## src/logic/upc_consts.svh

```systemverilog
// Offsets, field positions, reset values and timing counts of the user and power control registers
`ifndef UPC_CONSTS_SVH
`define UPC_CONSTS_SVH

`define UPC_OFS_USER_CONTROL 8'h6a
`define UPC_OFS_POWER_ONE 8'h6b
`define UPC_OFS_POWER_TWO 8'h6c

`define UPC_UC_RUN_BIT 7
`define UPC_UC_QUEUE_BIT 6
`define UPC_UC_SLAVE_RST_BIT 4
`define UPC_UC_PROC_RST_BIT 3
`define UPC_UC_QUEUE_RST_BIT 2
`define UPC_UC_PATH_RST_BIT 0
`define UPC_UC_WMASK 8'hc0

`define UPC_P1_RESTORE_BIT 7
`define UPC_P1_SLEEP_BIT 6
`define UPC_P1_CYCLE_BIT 5
`define UPC_P1_STANDBY_BIT 4
`define UPC_P1_TEMP_OFF_BIT 3
`define UPC_P1_WMASK 8'h7f

`define UPC_RST_USER_CONTROL 8'h00
`define UPC_RST_POWER_ONE 8'h40
`define UPC_RST_POWER_TWO 8'h00

`define UPC_CLK_INTERNAL 3'h0
`define UPC_FAST_RATE_KHZ 16'h1f40

`define UPC_MCLK_HZ 50000000
`define UPC_PULSE_CLK_HZ 8000000
`define UPC_PATH_PULSE_CYC ((`UPC_MCLK_HZ + `UPC_PULSE_CLK_HZ - 1) / `UPC_PULSE_CLK_HZ)
`define UPC_RESTORE_CYC 16

`endif

```

## src/logic/upc_pkg.sv

```systemverilog
// Types shared by the user and power control register block
`default_nettype none
package upc_pkg;
  typedef enum logic [1:0] {UPC_RUN, UPC_DRAIN, UPC_FROZEN} upc_proc_e;
  typedef logic [7:0] upc_byte_t;
endpackage
`default_nettype wire

```

## src/logic/upc_regs.sv

```systemverilog
// User control and power control register bank with its derived control outputs
//
// Function
// - Run bit lets motion processor operate; clearing freezes it after current sample.
// - Enabled processor keeps running with all sensors off, except at 8 kHz rate.
// - Queue mode bit gates serial access to FIFO only, not internal writes.
// - Motion processor reset bit pulses reset; bit clears after one cycle.
// - Queue reset bit pulses FIFO reset; bit clears after one cycle.
// - Path reset pulses all sensor paths and data clear for one 8 MHz cycle.
// - Whole chip restore returns registers to defaults, then clears itself.
// - Sleep bit sets sleep mode and resets to 1.
// - Duty cycling without sleep or standby alternates sleep and one accel sample; while cycling, O_SLEEP only asserts with gyro off and power two bit 7 clear.
// - Duty cycling with all accel axes off wakes but takes no samples.
// - Gyro standby keeps drive and PLL but disables sense paths.
// - Thermal sensor off bit disables the temperature sensor.
// - Three-bit clock source field; code 0 is the internal 20 MHz oscillator.
// - With power two bit 7 clear, sleep when gyro off and accel duty cycling.
// - Motion processor lowpower block clear allows running in low-power accel mode.
// - Bits 5,4,3 switch off accel X, Y, Z axes when set.
// - Bits 2,1,0 switch off gyro X, Y, Z axes when set.
`include "upc_consts.svh"
`default_nettype none
module upc_regs #(
  parameter int RESTORE_CYC = `UPC_RESTORE_CYC,
  parameter int PATH_PULSE_CYC = `UPC_PATH_PULSE_CYC
) (
  input wire logic I_MCLK,
  input wire logic I_SRST,
  input wire logic I_WR_EN,
  input wire logic I_RD_EN,
  input wire logic [7:0] I_ADDR,
  input wire logic [7:0] I_WDATA,
  input wire logic I_PROC_SAMPLE_DONE,
  input wire logic I_RATE_8KHZ,
  input wire logic I_SAMPLE_TICK,
  output logic [7:0] O_RDATA,
  output logic O_PROC_RUN,
  output logic O_PROC_RESET,
  output logic O_QUEUE_SERIAL_EN,
  output logic O_QUEUE_RESET,
  output logic O_SLAVE_RESET,
  output logic O_PATH_RESET,
  output logic O_RESTORE_BUSY,
  output logic O_SLEEP,
  output logic O_ACCEL_SAMPLE,
  output logic O_GYRO_SENSE_EN,
  output logic O_TEMP_EN,
  output logic [2:0] O_CLK_SEL,
  output logic O_PROC_LOWPOWER_OK,
  output logic [2:0] O_ACCEL_AXIS_EN,
  output logic [2:0] O_GYRO_AXIS_EN
);
  // ****************************************
  // Register state
  // ****************************************
  logic [7:0] user_reg;
  logic [7:0] user_next;
  logic [7:0] pwr1_reg;
  logic [7:0] pwr1_next;
  logic [7:0] pwr2_reg;
  logic [7:0] pwr2_next;
  logic [7:0] rdata_reg;
  logic [7:0] rdata_next;
  logic proc_rst_reg;
  logic proc_rst_next;
  logic queue_rst_reg;
  logic queue_rst_next;
  logic slave_rst_reg;
  logic slave_rst_next;
  logic path_req_reg;
  logic path_req_next;
  logic [7:0] restore_cnt_reg;
  logic [7:0] restore_cnt_next;
  upc_pkg::upc_proc_e proc_reg;
  upc_pkg::upc_proc_e proc_next;
  logic path_pulse;
  logic wr_user;
  logic wr_p1;
  logic wr_p2;
  logic restoring;

  assign wr_user = I_WR_EN && (I_ADDR == `UPC_OFS_USER_CONTROL);
  assign wr_p1 = I_WR_EN && (I_ADDR == `UPC_OFS_POWER_ONE);
  assign wr_p2 = I_WR_EN && (I_ADDR == `UPC_OFS_POWER_TWO);
  assign restoring = (restore_cnt_reg != 8'h00);

  // ****************************************
  // Register writes, self-clearing strobes and restore
  // ****************************************
  always_comb
  begin
    user_next = user_reg;
    pwr1_next = pwr1_reg;
    pwr2_next = pwr2_reg;
    proc_rst_next = 1'b0;
    queue_rst_next = 1'b0;
    slave_rst_next = 1'b0;
    path_req_next = 1'b0;
    restore_cnt_next = restoring ? restore_cnt_reg - 8'h01 : 8'h00;
    if (restoring)
    begin
      // Hold every register at its default while the restore runs
      user_next = `UPC_RST_USER_CONTROL;
      pwr1_next = `UPC_RST_POWER_ONE;
      pwr2_next = `UPC_RST_POWER_TWO;
    end
    else
    begin
      if (wr_user)
      begin
        user_next = I_WDATA & `UPC_UC_WMASK;
        slave_rst_next = I_WDATA[`UPC_UC_SLAVE_RST_BIT];
        proc_rst_next = I_WDATA[`UPC_UC_PROC_RST_BIT];
        queue_rst_next = I_WDATA[`UPC_UC_QUEUE_RST_BIT];
        path_req_next = I_WDATA[`UPC_UC_PATH_RST_BIT];
      end
      if (wr_p1)
      begin
        pwr1_next = I_WDATA & `UPC_P1_WMASK;
        if (I_WDATA[`UPC_P1_RESTORE_BIT])
          restore_cnt_next = 8'(RESTORE_CYC);
      end
      if (wr_p2)
        pwr2_next = I_WDATA;
    end
  end

  always_ff @(posedge I_MCLK)
  begin
    if (I_SRST)
    begin
      user_reg <= `UPC_RST_USER_CONTROL;
      pwr1_reg <= `UPC_RST_POWER_ONE;
      pwr2_reg <= `UPC_RST_POWER_TWO;
      proc_rst_reg <= 1'b0;
      queue_rst_reg <= 1'b0;
      slave_rst_reg <= 1'b0;
      path_req_reg <= 1'b0;
      restore_cnt_reg <= 8'h00;
    end
    else
    begin
      user_reg <= user_next;
      pwr1_reg <= pwr1_next;
      pwr2_reg <= pwr2_next;
      proc_rst_reg <= proc_rst_next;
      queue_rst_reg <= queue_rst_next;
      slave_rst_reg <= slave_rst_next;
      path_req_reg <= path_req_next;
      restore_cnt_reg <= restore_cnt_next;
    end
  end

  // Path reset stretched to one 8 MHz period
  upc_pulse #(
    .LEN(PATH_PULSE_CYC)
  ) u_path_pulse (
    .i_clk(I_MCLK),
    .i_rst(I_SRST),
    .i_start(path_req_reg),
    .o_pulse(path_pulse)
  );

  // ****************************************
  // Motion processor run state
  // ****************************************
  always_comb
  begin
    proc_next = proc_reg;
    unique case (proc_reg)
      upc_pkg::UPC_RUN:
        if (!user_reg[`UPC_UC_RUN_BIT])
          proc_next = I_PROC_SAMPLE_DONE ? upc_pkg::UPC_FROZEN : upc_pkg::UPC_DRAIN;
      upc_pkg::UPC_DRAIN:
        if (user_reg[`UPC_UC_RUN_BIT])
          proc_next = upc_pkg::UPC_RUN;
        else if (I_PROC_SAMPLE_DONE)
          proc_next = upc_pkg::UPC_FROZEN;
      upc_pkg::UPC_FROZEN:
        if (user_reg[`UPC_UC_RUN_BIT])
          proc_next = upc_pkg::UPC_RUN;
      default:
        proc_next = upc_pkg::UPC_FROZEN;
    endcase
  end

  always_ff @(posedge I_MCLK)
  begin
    if (I_SRST)
      proc_reg <= upc_pkg::UPC_FROZEN;
    else
      proc_reg <= proc_next;
  end

  // ****************************************
  // Derived controls and read data
  // ****************************************
  logic all_accel_off;
  logic all_gyro_off;
  logic cycling;
  logic sleep_c;
  logic proc_run_c;
  logic accel_sample_c;

  assign all_accel_off = &pwr2_reg[5:3];
  assign all_gyro_off = &pwr2_reg[2:0];
  assign cycling = pwr1_reg[`UPC_P1_CYCLE_BIT] && !pwr1_reg[`UPC_P1_SLEEP_BIT]
                   && !pwr1_reg[`UPC_P1_STANDBY_BIT];
  // Sleep bit, or low-power sleep when gyro off while duty cycling
  assign sleep_c = pwr1_reg[`UPC_P1_SLEEP_BIT]
                   || (!pwr2_reg[7] && all_gyro_off && cycling && !I_SAMPLE_TICK);
  // Runs with sensors off, except at the 8 kHz rate when all are off
  assign proc_run_c = (proc_reg != upc_pkg::UPC_FROZEN)
                      && !(I_RATE_8KHZ && all_accel_off && all_gyro_off)
                      && !(cycling && pwr2_reg[6]);
  // One sample per tick; wakes but takes none if all accel axes are off
  assign accel_sample_c = cycling && I_SAMPLE_TICK && !all_accel_off;

  always_comb
  begin
    rdata_next = rdata_reg;
    if (I_RD_EN)
    begin
      unique case (I_ADDR)
        `UPC_OFS_USER_CONTROL: rdata_next = user_reg;
        `UPC_OFS_POWER_ONE: rdata_next = pwr1_reg;
        `UPC_OFS_POWER_TWO: rdata_next = pwr2_reg;
        default: rdata_next = 8'h00;
      endcase
    end
  end

  always_ff @(posedge I_MCLK)
  begin
    if (I_SRST)
    begin
      rdata_reg <= 8'h00;
      O_PROC_RUN <= 1'b0;
      O_PROC_RESET <= 1'b0;
      O_QUEUE_SERIAL_EN <= 1'b0;
      O_QUEUE_RESET <= 1'b0;
      O_SLAVE_RESET <= 1'b0;
      O_PATH_RESET <= 1'b0;
      O_RESTORE_BUSY <= 1'b0;
      O_SLEEP <= 1'b1;
      O_ACCEL_SAMPLE <= 1'b0;
      O_GYRO_SENSE_EN <= 1'b1;
      O_TEMP_EN <= 1'b1;
      O_CLK_SEL <= `UPC_CLK_INTERNAL;
      O_PROC_LOWPOWER_OK <= 1'b1;
      O_ACCEL_AXIS_EN <= 3'h7;
      O_GYRO_AXIS_EN <= 3'h7;
    end
    else
    begin
      rdata_reg <= rdata_next;
      O_PROC_RUN <= proc_run_c;
      O_PROC_RESET <= proc_rst_reg;
      O_QUEUE_SERIAL_EN <= user_reg[`UPC_UC_QUEUE_BIT];
      O_QUEUE_RESET <= queue_rst_reg;
      O_SLAVE_RESET <= slave_rst_reg;
      O_PATH_RESET <= path_pulse;
      O_RESTORE_BUSY <= restoring;
      O_SLEEP <= sleep_c;
      O_ACCEL_SAMPLE <= accel_sample_c;
      O_GYRO_SENSE_EN <= !pwr1_reg[`UPC_P1_STANDBY_BIT] && !sleep_c;
      O_TEMP_EN <= !pwr1_reg[`UPC_P1_TEMP_OFF_BIT];
      O_CLK_SEL <= pwr1_reg[2:0];
      O_PROC_LOWPOWER_OK <= !pwr2_reg[6];
      O_ACCEL_AXIS_EN <= ~pwr2_reg[5:3];
      O_GYRO_AXIS_EN <= ~pwr2_reg[2:0];
    end
  end

  assign O_RDATA = rdata_reg;

  // ****************************************
  // Checks
  // ****************************************
  AST_PROC_RST_ONE: assert property (@(posedge I_MCLK) disable iff (I_SRST)
    (wr_user && I_WDATA[3] && !restoring) |=> ##1 O_PROC_RESET ##1 !O_PROC_RESET)
    else $error("processor reset pulse not one cycle");
  AST_QUEUE_RST_ONE: assert property (@(posedge I_MCLK) disable iff (I_SRST)
    (wr_user && I_WDATA[2] && !restoring) |=> ##1 O_QUEUE_RESET ##1 !O_QUEUE_RESET)
    else $error("queue reset pulse not one cycle");
  AST_SELF_CLEAR_READ: assert property (@(posedge I_MCLK) disable iff (I_SRST)
    (I_RD_EN && I_ADDR == `UPC_OFS_USER_CONTROL) |=> (O_RDATA[5:0] == 6'h00))
    else $error("self-clearing or reserved bits read nonzero");
  AST_PATH_PULSE: assert property (@(posedge I_MCLK) disable iff (I_SRST)
    $rose(path_pulse) |-> path_pulse[*7] ##1 !path_pulse)
    else $error("path reset pulse length wrong");
  AST_RESTORE_DEF: assert property (@(posedge I_MCLK) disable iff (I_SRST)
    $fell(restoring) |-> (pwr1_reg == `UPC_RST_POWER_ONE && user_reg == 8'h00))
    else $error("restore did not load defaults");
  AST_RESTORE_ENDS: assert property (@(posedge I_MCLK) disable iff (I_SRST)
    (wr_p1 && I_WDATA[7] && !restoring) |=> restoring ##[1:20] !restoring)
    else $error("restore did not finish");
  AST_FREEZE: assert property (@(posedge I_MCLK) disable iff (I_SRST)
    (proc_reg == upc_pkg::UPC_DRAIN && !user_reg[7] && !I_PROC_SAMPLE_DONE) |=> proc_reg != upc_pkg::UPC_FROZEN)
    else $error("processor froze before sample finished");
  AST_AXIS: assert property (@(posedge I_MCLK) disable iff (I_SRST)
    ##1 (O_ACCEL_AXIS_EN == ~$past(pwr2_reg[5:3])))
    else $error("accel axis enables wrong");
  AST_NO_SAMPLE: assert property (@(posedge I_MCLK) disable iff (I_SRST)
    all_accel_off |=> !O_ACCEL_SAMPLE)
    else $error("sample taken with all accel axes off");
endmodule
`default_nettype wire

```

## src/logic/upc_pulse.sv

```systemverilog
// Stretches a one-cycle request into a fixed-length reset pulse
`default_nettype none
module upc_pulse #(
  parameter int LEN = 1
) (
  input wire logic i_clk,
  input wire logic i_rst,
  input wire logic i_start,
  output logic o_pulse
);
  logic [7:0] cnt_reg;
  logic [7:0] cnt_next;

  // Load on request, count down to zero
  always_comb
  begin
    cnt_next = cnt_reg;
    if (i_start)
      cnt_next = 8'(LEN);
    else if (cnt_reg != 8'h00)
      cnt_next = cnt_reg - 8'h01;
  end

  always_ff @(posedge i_clk)
  begin
    if (i_rst)
      cnt_reg <= 8'h00;
    else
      cnt_reg <= cnt_next;
  end

  assign o_pulse = (cnt_reg != 8'h00);
endmodule
`default_nettype wire

```

## config.mk

```make
export PLATFORM = sky130hd
export DESIGN_NAME = upc_regs
export DESIGN_NICKNAME = d
export VERILOG_FILES = /design/src/logic/upc_pkg.sv /design/src/logic/upc_regs.sv /design/src/logic/upc_pulse.sv
export VERILOG_INCLUDE_DIRS = /design/src /design/src/logic
export SDC_FILE = /design/constraint.sdc
export NUM_CORES = 1
export LEC_CHECK = 0
export BUFFER_PORTS_ARGS = -buffer_cell sky130_fd_sc_hd__buf_2
export CORE_MARGIN = 10
export CORE_UTILIZATION = 54
export DETAILED_ROUTE_END_ITERATION = 6
export PLACE_DENSITY_LB_ADDON = 0.05
export SETUP_SLACK_MARGIN = 0.2
export SYNTH_ARGS = -nofsm -noshare
export SYNTH_HDL_FRONTEND = slang
export SYNTH_SLANG_ARGS = --single-unit
```

## constraint.sdc

```tcl
create_clock -name I_MCLK -period 2 [get_ports I_MCLK]
set_input_delay 0.2 -clock I_MCLK [delete_from_list [all_inputs] [get_ports I_MCLK]]
set_output_delay 0.2 -clock I_MCLK [all_outputs]
set_load 0.02 [all_outputs]
```

==> results of run 1 <==
-- kinds of logic (layout without fill, tap and decap cells) --
family / count (synthesis) / count (layout) / share of synthesized area [%]
buffers and inverters: 22 / 86 / 3.058
adder cells (fa/ha/maj): 2 / 2 / 0.9266
AND/OR/NAND/NOR: 113 / 113 / 25.86
flip-flops: 68 / 68 / 50.42
XOR/XNOR: 3 / 3 / 0.9733
AO/OA/AOI/OAI: 60 / 60 / 15.39
multiplexers: 9 / 9 / 3.383
-- Yosys cell counts (all sizes together) --
| library cell | instances | area share (%) |
|---|---|---|
| nor4 | 8 | 2.1 |
| a2111oi | 1 | 0.32 |
| buf | 3 | 0.42 |
| nand2 | 16 | 2.2 |
| o211ai | 1 | 0.28 |
| nand4bb | 2 | 0.83 |
| nand4 | 9 | 2.1 |
| and4bb | 1 | 0.46 |
| nor3 | 5 | 0.93 |
| nor3b | 3 | 1.0 |
| nand2b | 2 | 0.46 |
| clkbuf | 8 | 1.1 |
| ha | 2 | 0.93 |
| nand3b | 3 | 0.83 |
| o31ai | 18 | 5.0 |
| nand4b | 1 | 0.32 |
| and3 | 8 | 1.9 |
| xnor2 | 3 | 0.97 |
| inv | 11 | 1.5 |
| a22oi | 7 | 1.9 |
| or3 | 5 | 1.2 |
| o32ai | 1 | 0.32 |
| a21boi | 1 | 0.28 |
| or3b | 1 | 0.32 |
| nor4bb | 2 | 0.74 |
| and2 | 1 | 0.23 |
| nor4b | 2 | 0.88 |
| or4 | 4 | 1.3 |
| nor2b | 10 | 2.3 |
| and3b | 4 | 1.3 |
| mux2i | 8 | 3.0 |
| o22ai | 1 | 0.23 |
| a211oi | 1 | 0.28 |
| a21oi | 16 | 3.0 |
| nand3 | 15 | 2.8 |
| a31oi | 2 | 0.46 |
| dfxtp | 68 | 50 |
| a311oi | 1 | 0.32 |
| and4b | 1 | 0.37 |
| mux2 | 1 | 0.42 |
| o41ai | 3 | 1.7 |
| nor2 | 10 | 1.4 |
| o21ai | 7 | 1.3 |
-- how the worst max path moves through the flow --
stage	startpoint	end	slack, ns	cells after the start
global route	restore_cnt_reg[2]	pwr1_reg[0]	0.22	3
global placement	u_path_pulse.cnt_reg[0]	u_path_pulse.cnt_reg[4]	0.28	5
floorplan	u_path_pulse.cnt_reg[0]	u_path_pulse.cnt_reg[4]	0.39	5
finish	restore_cnt_reg[2]	restore_cnt_reg[4]	0.28	4
CTS	u_path_pulse.cnt_reg[0]	u_path_pulse.cnt_reg[3]	0.23	6
detailed placement	u_path_pulse.cnt_reg[0]	u_path_pulse.cnt_reg[3]	0.18	5
-- final cells by class --
| cell class | count | area share (%) |
|---|---|---|
| Sequential cell | 68 | 41.99 |
| Multi-Input combinational cell | 187 | 39.14 |
| Timing Repair Buffer | 61 | 10.19 |
| Clock buffer | 11 | 4.361 |
| Tap cell | 67 | 2.586 |
| Inverter | 11 | 1.274 |
| Clock inverter | 3 | 0.4631 |
-- per-layer routing --
layer  global-route usage [%]  vias to the layer above
li1                         -                     1155
met1                    20.53                     1128
met2                    24.34                       87
met3                    5.071                       12
met4                    8.488                        0
met5                        0                        -
-- critical path, stage by stage, from the launching register on --
cell     delay (ns)
dfxtp_1        0.37
or4_4          0.59
o41ai_4        0.35
buf_4          0.21
o22ai_1        0.09
-- where the power goes --
group | switching, mW | total, mW | internal [mW]
Sequential | 0.153 | 1.63 | 1.48
Combinational | 0.549 | 0.978 | 0.429
Clock | 0.480 | 0.944 | 0.464
-- per-stage QoR --
stage          hold slack [ns]  utilization [%]
2_1_floorplan           0.2771                -
3_3_place_gp            0.3857            63.74
3_5_place_dp            0.3885            63.74
4_1_cts                0.03550            67.32
5_1_grt                0.03617            67.74
6_report               0.04184            67.74
-- what timing repair did --
| action | CTS | global route |
|---|---|---|
| buffers inserted | 2 | 1 |
| setup endpoints to repair | 5 | 6 |
| pin swaps | 1 | 2 |
| resized for setup | 0 | 3 |
==> results.cfg, run 1 <==
[clocking]
clock-root-buffer = clkbuf_8
clock_sinks = 68
worst_skew_pair.late_latency_ns = 0.34
cts_hold_buf = 0
path_clk_slew_ns = 0.07
cts_tree = yes
cts_buffers = 9
clk_path_buf_depth = 2
htreeDepth = 3

[synthesis]
synth_nets = 302
synthDistinctLibCells = 48
seq_area_frac_synth_pct = 50.42
avgSynthCellArea_um2 = 9.748
syn_inst = 277
ys_ff_latch = 68
ys_warn_count = 0
syn_area_um2 = 2700

[worst_setup_path]
worstRegToRegCells = 4
rrSetupSlack_ns = 0.28
worstReg2RegStart = restore_cnt_reg[2]
critPathKind = flip-flop to flip-flop
endpoint_kind = flip-flop
cp-start-kind = flip-flop
worstPathMaxFanout = 9
crit_required_ns = 2.23
cp_data_arrival_time_ns = 1.95
r2r-end = restore_cnt_reg[4]

[drt]
wl_per_cell_um = 16.56
wl_met3_um = 426
routed_wl_mm = 6.755
via_count = 2382
drt_iter0_markers = 138
wl_met1_mm = 3.270
top_layer_used = met4
route.detailed.drc = 0
dr.pass1.iters = 4
detail-route-antenna-nets = 0
wl_met2_mm = 2.916
via_per_inst = 5.838

[cells_and_area]
nets = 363
final_layout_size_suffix_gt1_share_pct = 24.63
final_cells = 408
area_delta_synth_final_pct = 20.06
layout_common_cells = dfxtp_1 (68), buf_2 (51), o31ai_1 (18), a21oi_1 (16), nand2_1 (16)
design_area_um2 = 3242
seq_area_um2 = 1361
fill_cells = 419
multi_input_area_um2 = 1269
antenna_cells = 0
final_common_cell = dfxtp_1

[power_and_ir_drop]
power_density_nw_per_um2 = 1097
p_total_mw = 3.556
p_leak_nw = 1.282
peakVddDrop_mv = 0.8633

[global_routing]
grtUsageTotal_pct = 16.32
grt_max_degree = 15
first_global_vias = 2308
antenna_found_initial = 0
grt_pass1_wl_mm = 11.02
grt-ovfl-total = 0

[outcome]
outcome = finished clean

[job]
cap_violations = 0

[timing]
final-setup-viol-count = 0
clock.fmax_mhz = 580.5
setup_tns_ns = 0
fin_ws_ns = 0.2774
tightest_slew_ns = 0.5870
maxSlewHeadroom_pct = 60.54
skew_ns = 0.009333
finalHoldViolCount = 0
slew_violations = 0
min_period_ns = 1.723
finalCritPeriodShare_pct = 86.13
grt_setup_unrepaired = no

[placed_design]
place_area_um2 = 3050
place.port_buffers = 51
dp_hpwl_mm = 4.857
dp.cells = 391
finalWeightedCongestion = 0.8649
place_ws_ns = 0.1809

[floorplanning]
die_area_um2 = 8228
die_x_um = 90.71
core_area_um2 = 4786
initial_core_util_pct = 56.42
rows = 25
ios = 52
die_h_um = 90.71

[hold_path]
hp-class = input pin to flip-flop
hold-path-endpoint = proc_reg[0]
whs_path_depth = 2
worstHoldStart = I_PROC_SAMPLE_DONE
No activity file was read; power rests on OpenSTA's default activity.
==> run 2: changes to the inputs <==
Settings changed: CORE_UTILIZATION 54 to 57, CTS_BUF_LIST set to sky130_fd_sc_hd__clkbuf_2.
==> run 2 against run 1 <==
Compared with the run above:
- critical path depth stayed put
- register-to-register slack hardly changed
- worst hold slack better by 0.0062 ns
- die area is 4.1% lower
- clock skew is 0.0011 ns higher
- worst setup slack better by 0.0025 ns
- clock power is 23% lower
- sequential power hardly changed
- first-iteration DRC count is 15% lower
- critical path type unchanged
==> results.cfg, run 2 (synthesis gave the netlist of run 1 again) <==
[drt]
routed_wl_mm = 6.457
dr.pass1.iters = 4
wl_per_cell_um = 15.94
via_count = 2347
via_per_inst = 5.795
detail-route-antenna-nets = 0
route.detailed.drc = 0
drt_iter0_markers = 117

[worst_setup_path]
r2r-end = restore_cnt_reg[4]
cp-start-kind = flip-flop
critPathKind = flip-flop to flip-flop
worstPathCellList = or4_4, o41ai_4, buf_4, o22ai_1
rrSetupSlack_ns = 0.28
crit_required_ns = 2.39
endpoint_kind = flip-flop
crit_family = simple AND/OR/NAND/NOR gates
max_stage_delay_ns = 0.59
critPathSlowestCell = or4_4
worstReg2RegStart = restore_cnt_reg[2]
path_buf_inv = 1
worstPathMaxFanout = 9
cp_data_arrival_time_ns = 2.11
worstRegToRegCells = 4

[global_routing]
grt_max_degree = 16
grt_pass1_wl_mm = 10.54
grt-ovfl-total = 0
grtUsageTotal_pct = 17.13
antenna_found_initial = 0
first_global_vias = 2239

[placed_design]
dp_hpwl_mm = 4.728
place.port_buffers = 51
dp.cells = 377
finalWeightedCongestion = 0.8503

[job]
cap_violations = 0

[floorplanning]
die_h_um = 88.83
core_area_um2 = 4474
ios = 52
initial_core_util_pct = 60.35
die_x_um = 88.83
die_area_um2 = 7890
rows = 24

[clocking]
clock-root-buffer = clkbuf_2
cts_buffers = 9
path_clk_slew_ns = 0.17
clock_sinks = 68
cts_tree = yes
worst_skew_pair.late_latency_ns = 0.48
clk_path_buf_depth = 2
htreeDepth = 3

[cells_and_area]
seq_area_um2 = 1363
antenna_cells = 0
nets = 375
final_core_util_pct = 73.52
multi_input_area_um2 = 1277
final_layout_size_suffix_gt1_share_pct = 23.51
final_cells = 405
area_delta_synth_final_pct = 21.83
final_common_cell = dfxtp_1
fill_cells = 343
layout_common_cells = dfxtp_1 (67), buf_2 (51), o31ai_1 (18), a21oi_1 (16), nand2_1 (16)

[timing]
finalCritPeriodShare_pct = 86.00
clock.fmax_mhz = 581.4
slew_violations = 0
tightest_slew_ns = 0.5353
whs_ns = 0.04809
setup_tns_ns = 0
min_period_ns = 1.720
finalHoldViolCount = 0
final-setup-viol-count = 0
maxSlewHeadroom_pct = 63.99
skew_ns = 0.01044
grt_setup_unrepaired = no

[outcome]
outcome = finished clean

[power_and_ir_drop]
power_density_nw_per_um2 = 1020
p_leak_nw = 1.317
peakVddDrop_mv = 0.8507

[hold_path]
hold-path-endpoint = user_reg[7]
worstHoldStart = I_WDATA[7]
hp-class = input pin to flip-flop
whs_path_depth = 3
==> run 2: cell types whose count changed in the layout (fill, tap and decap cells not counted) <==
cell,delta
dfxtp_1,-1
clkinv_2,-2
inv_1,+1
dfxtp_2,+1
bufinv_16,+1
clkbuf_1,-1
dlygate4sd3_1,+12
nor4b_4,+1
clkbuf_2,+10
clkinv_1,+2
nor4b_2,-1
clkbuf_8,-10
inv_2,-1
==> run 2: worst max path at each step <==
stage,start,end,slack (ns),depth (start not counted)
2_1_floorplan,u_path_pulse.cnt_reg[0],u_path_pulse.cnt_reg[4],0.39,5
3_3_place_gp,u_path_pulse.cnt_reg[0],u_path_pulse.cnt_reg[4],0.26,5
3_5_place_dp,u_path_pulse.cnt_reg[0],u_path_pulse.cnt_reg[6],0.20,5
4_1_cts,u_path_pulse.cnt_reg[0],u_path_pulse.cnt_reg[7],0.26,6
5_1_grt,restore_cnt_reg[2],restore_cnt_reg[4],0.22,4
6_report,restore_cnt_reg[2],restore_cnt_reg[4],0.28,4
==> run 2: what timing repair did <==
item,in CTS,in global routing
buffers inserted,1,1
hold buffers,12,0
pin swaps,1,1
resized for setup,0,4
endpoints found under the setup margin,5,9
endpoints found under the hold margin,29,0
==> run 2: layout make-up <==
class | count | share of cell area [%]
flip-flops and latches | 68 | 41.42
repair buffers | 73 | 13.69
multi-input cells | 187 | 38.84
clock buffers | 10 | 1.521
clock inverters | 4 | 1.293
inverters | 11 | 1.255
well taps | 52 | 1.978
==> run 2: metal layers <==
| metal | GRT usage (%) | wire [um] | vias up |
|---|---|---|---|
| li1 | - | - | 1185 |
| met1 | 22.42 | 3003 | 1083 |
| met2 | 24.73 | 2849 | 73 |
| met3 | 5.515 | 534 | 6 |
| met4 | 8.517 | 70 | 0 |
| met5 | 0 | 0 | - |
==> run 2: metrics by stage <==
stage	area [um^2]	power, mW	setup WS, ns
finish	3289	3.356	0.2799
global route	3289	3.569	0.2221
CTS	3259	3.299	0.2589
detailed placement	3039	2.559	0.2015
global placement	3039	2.536	0.2584
floorplan	2700	2.320	0.3894
==> run 2: worst register-to-register path, stage by stage (launching register included) <==
cell and delay (ns):
dfxtp_1 0.40, or4_4 0.59, o41ai_4 0.35, buf_4 0.21, o22ai_1 0.09
==> run 2: power breakdown <==
group          leakage, nW  total (mW)  switching, mW  internal [mW]
registers            0.553        1.64          0.151           1.48
clock network       0.0627       0.724          0.453          0.271
logic                0.702       0.997          0.539          0.457
total                 1.32        3.36           1.14           2.21
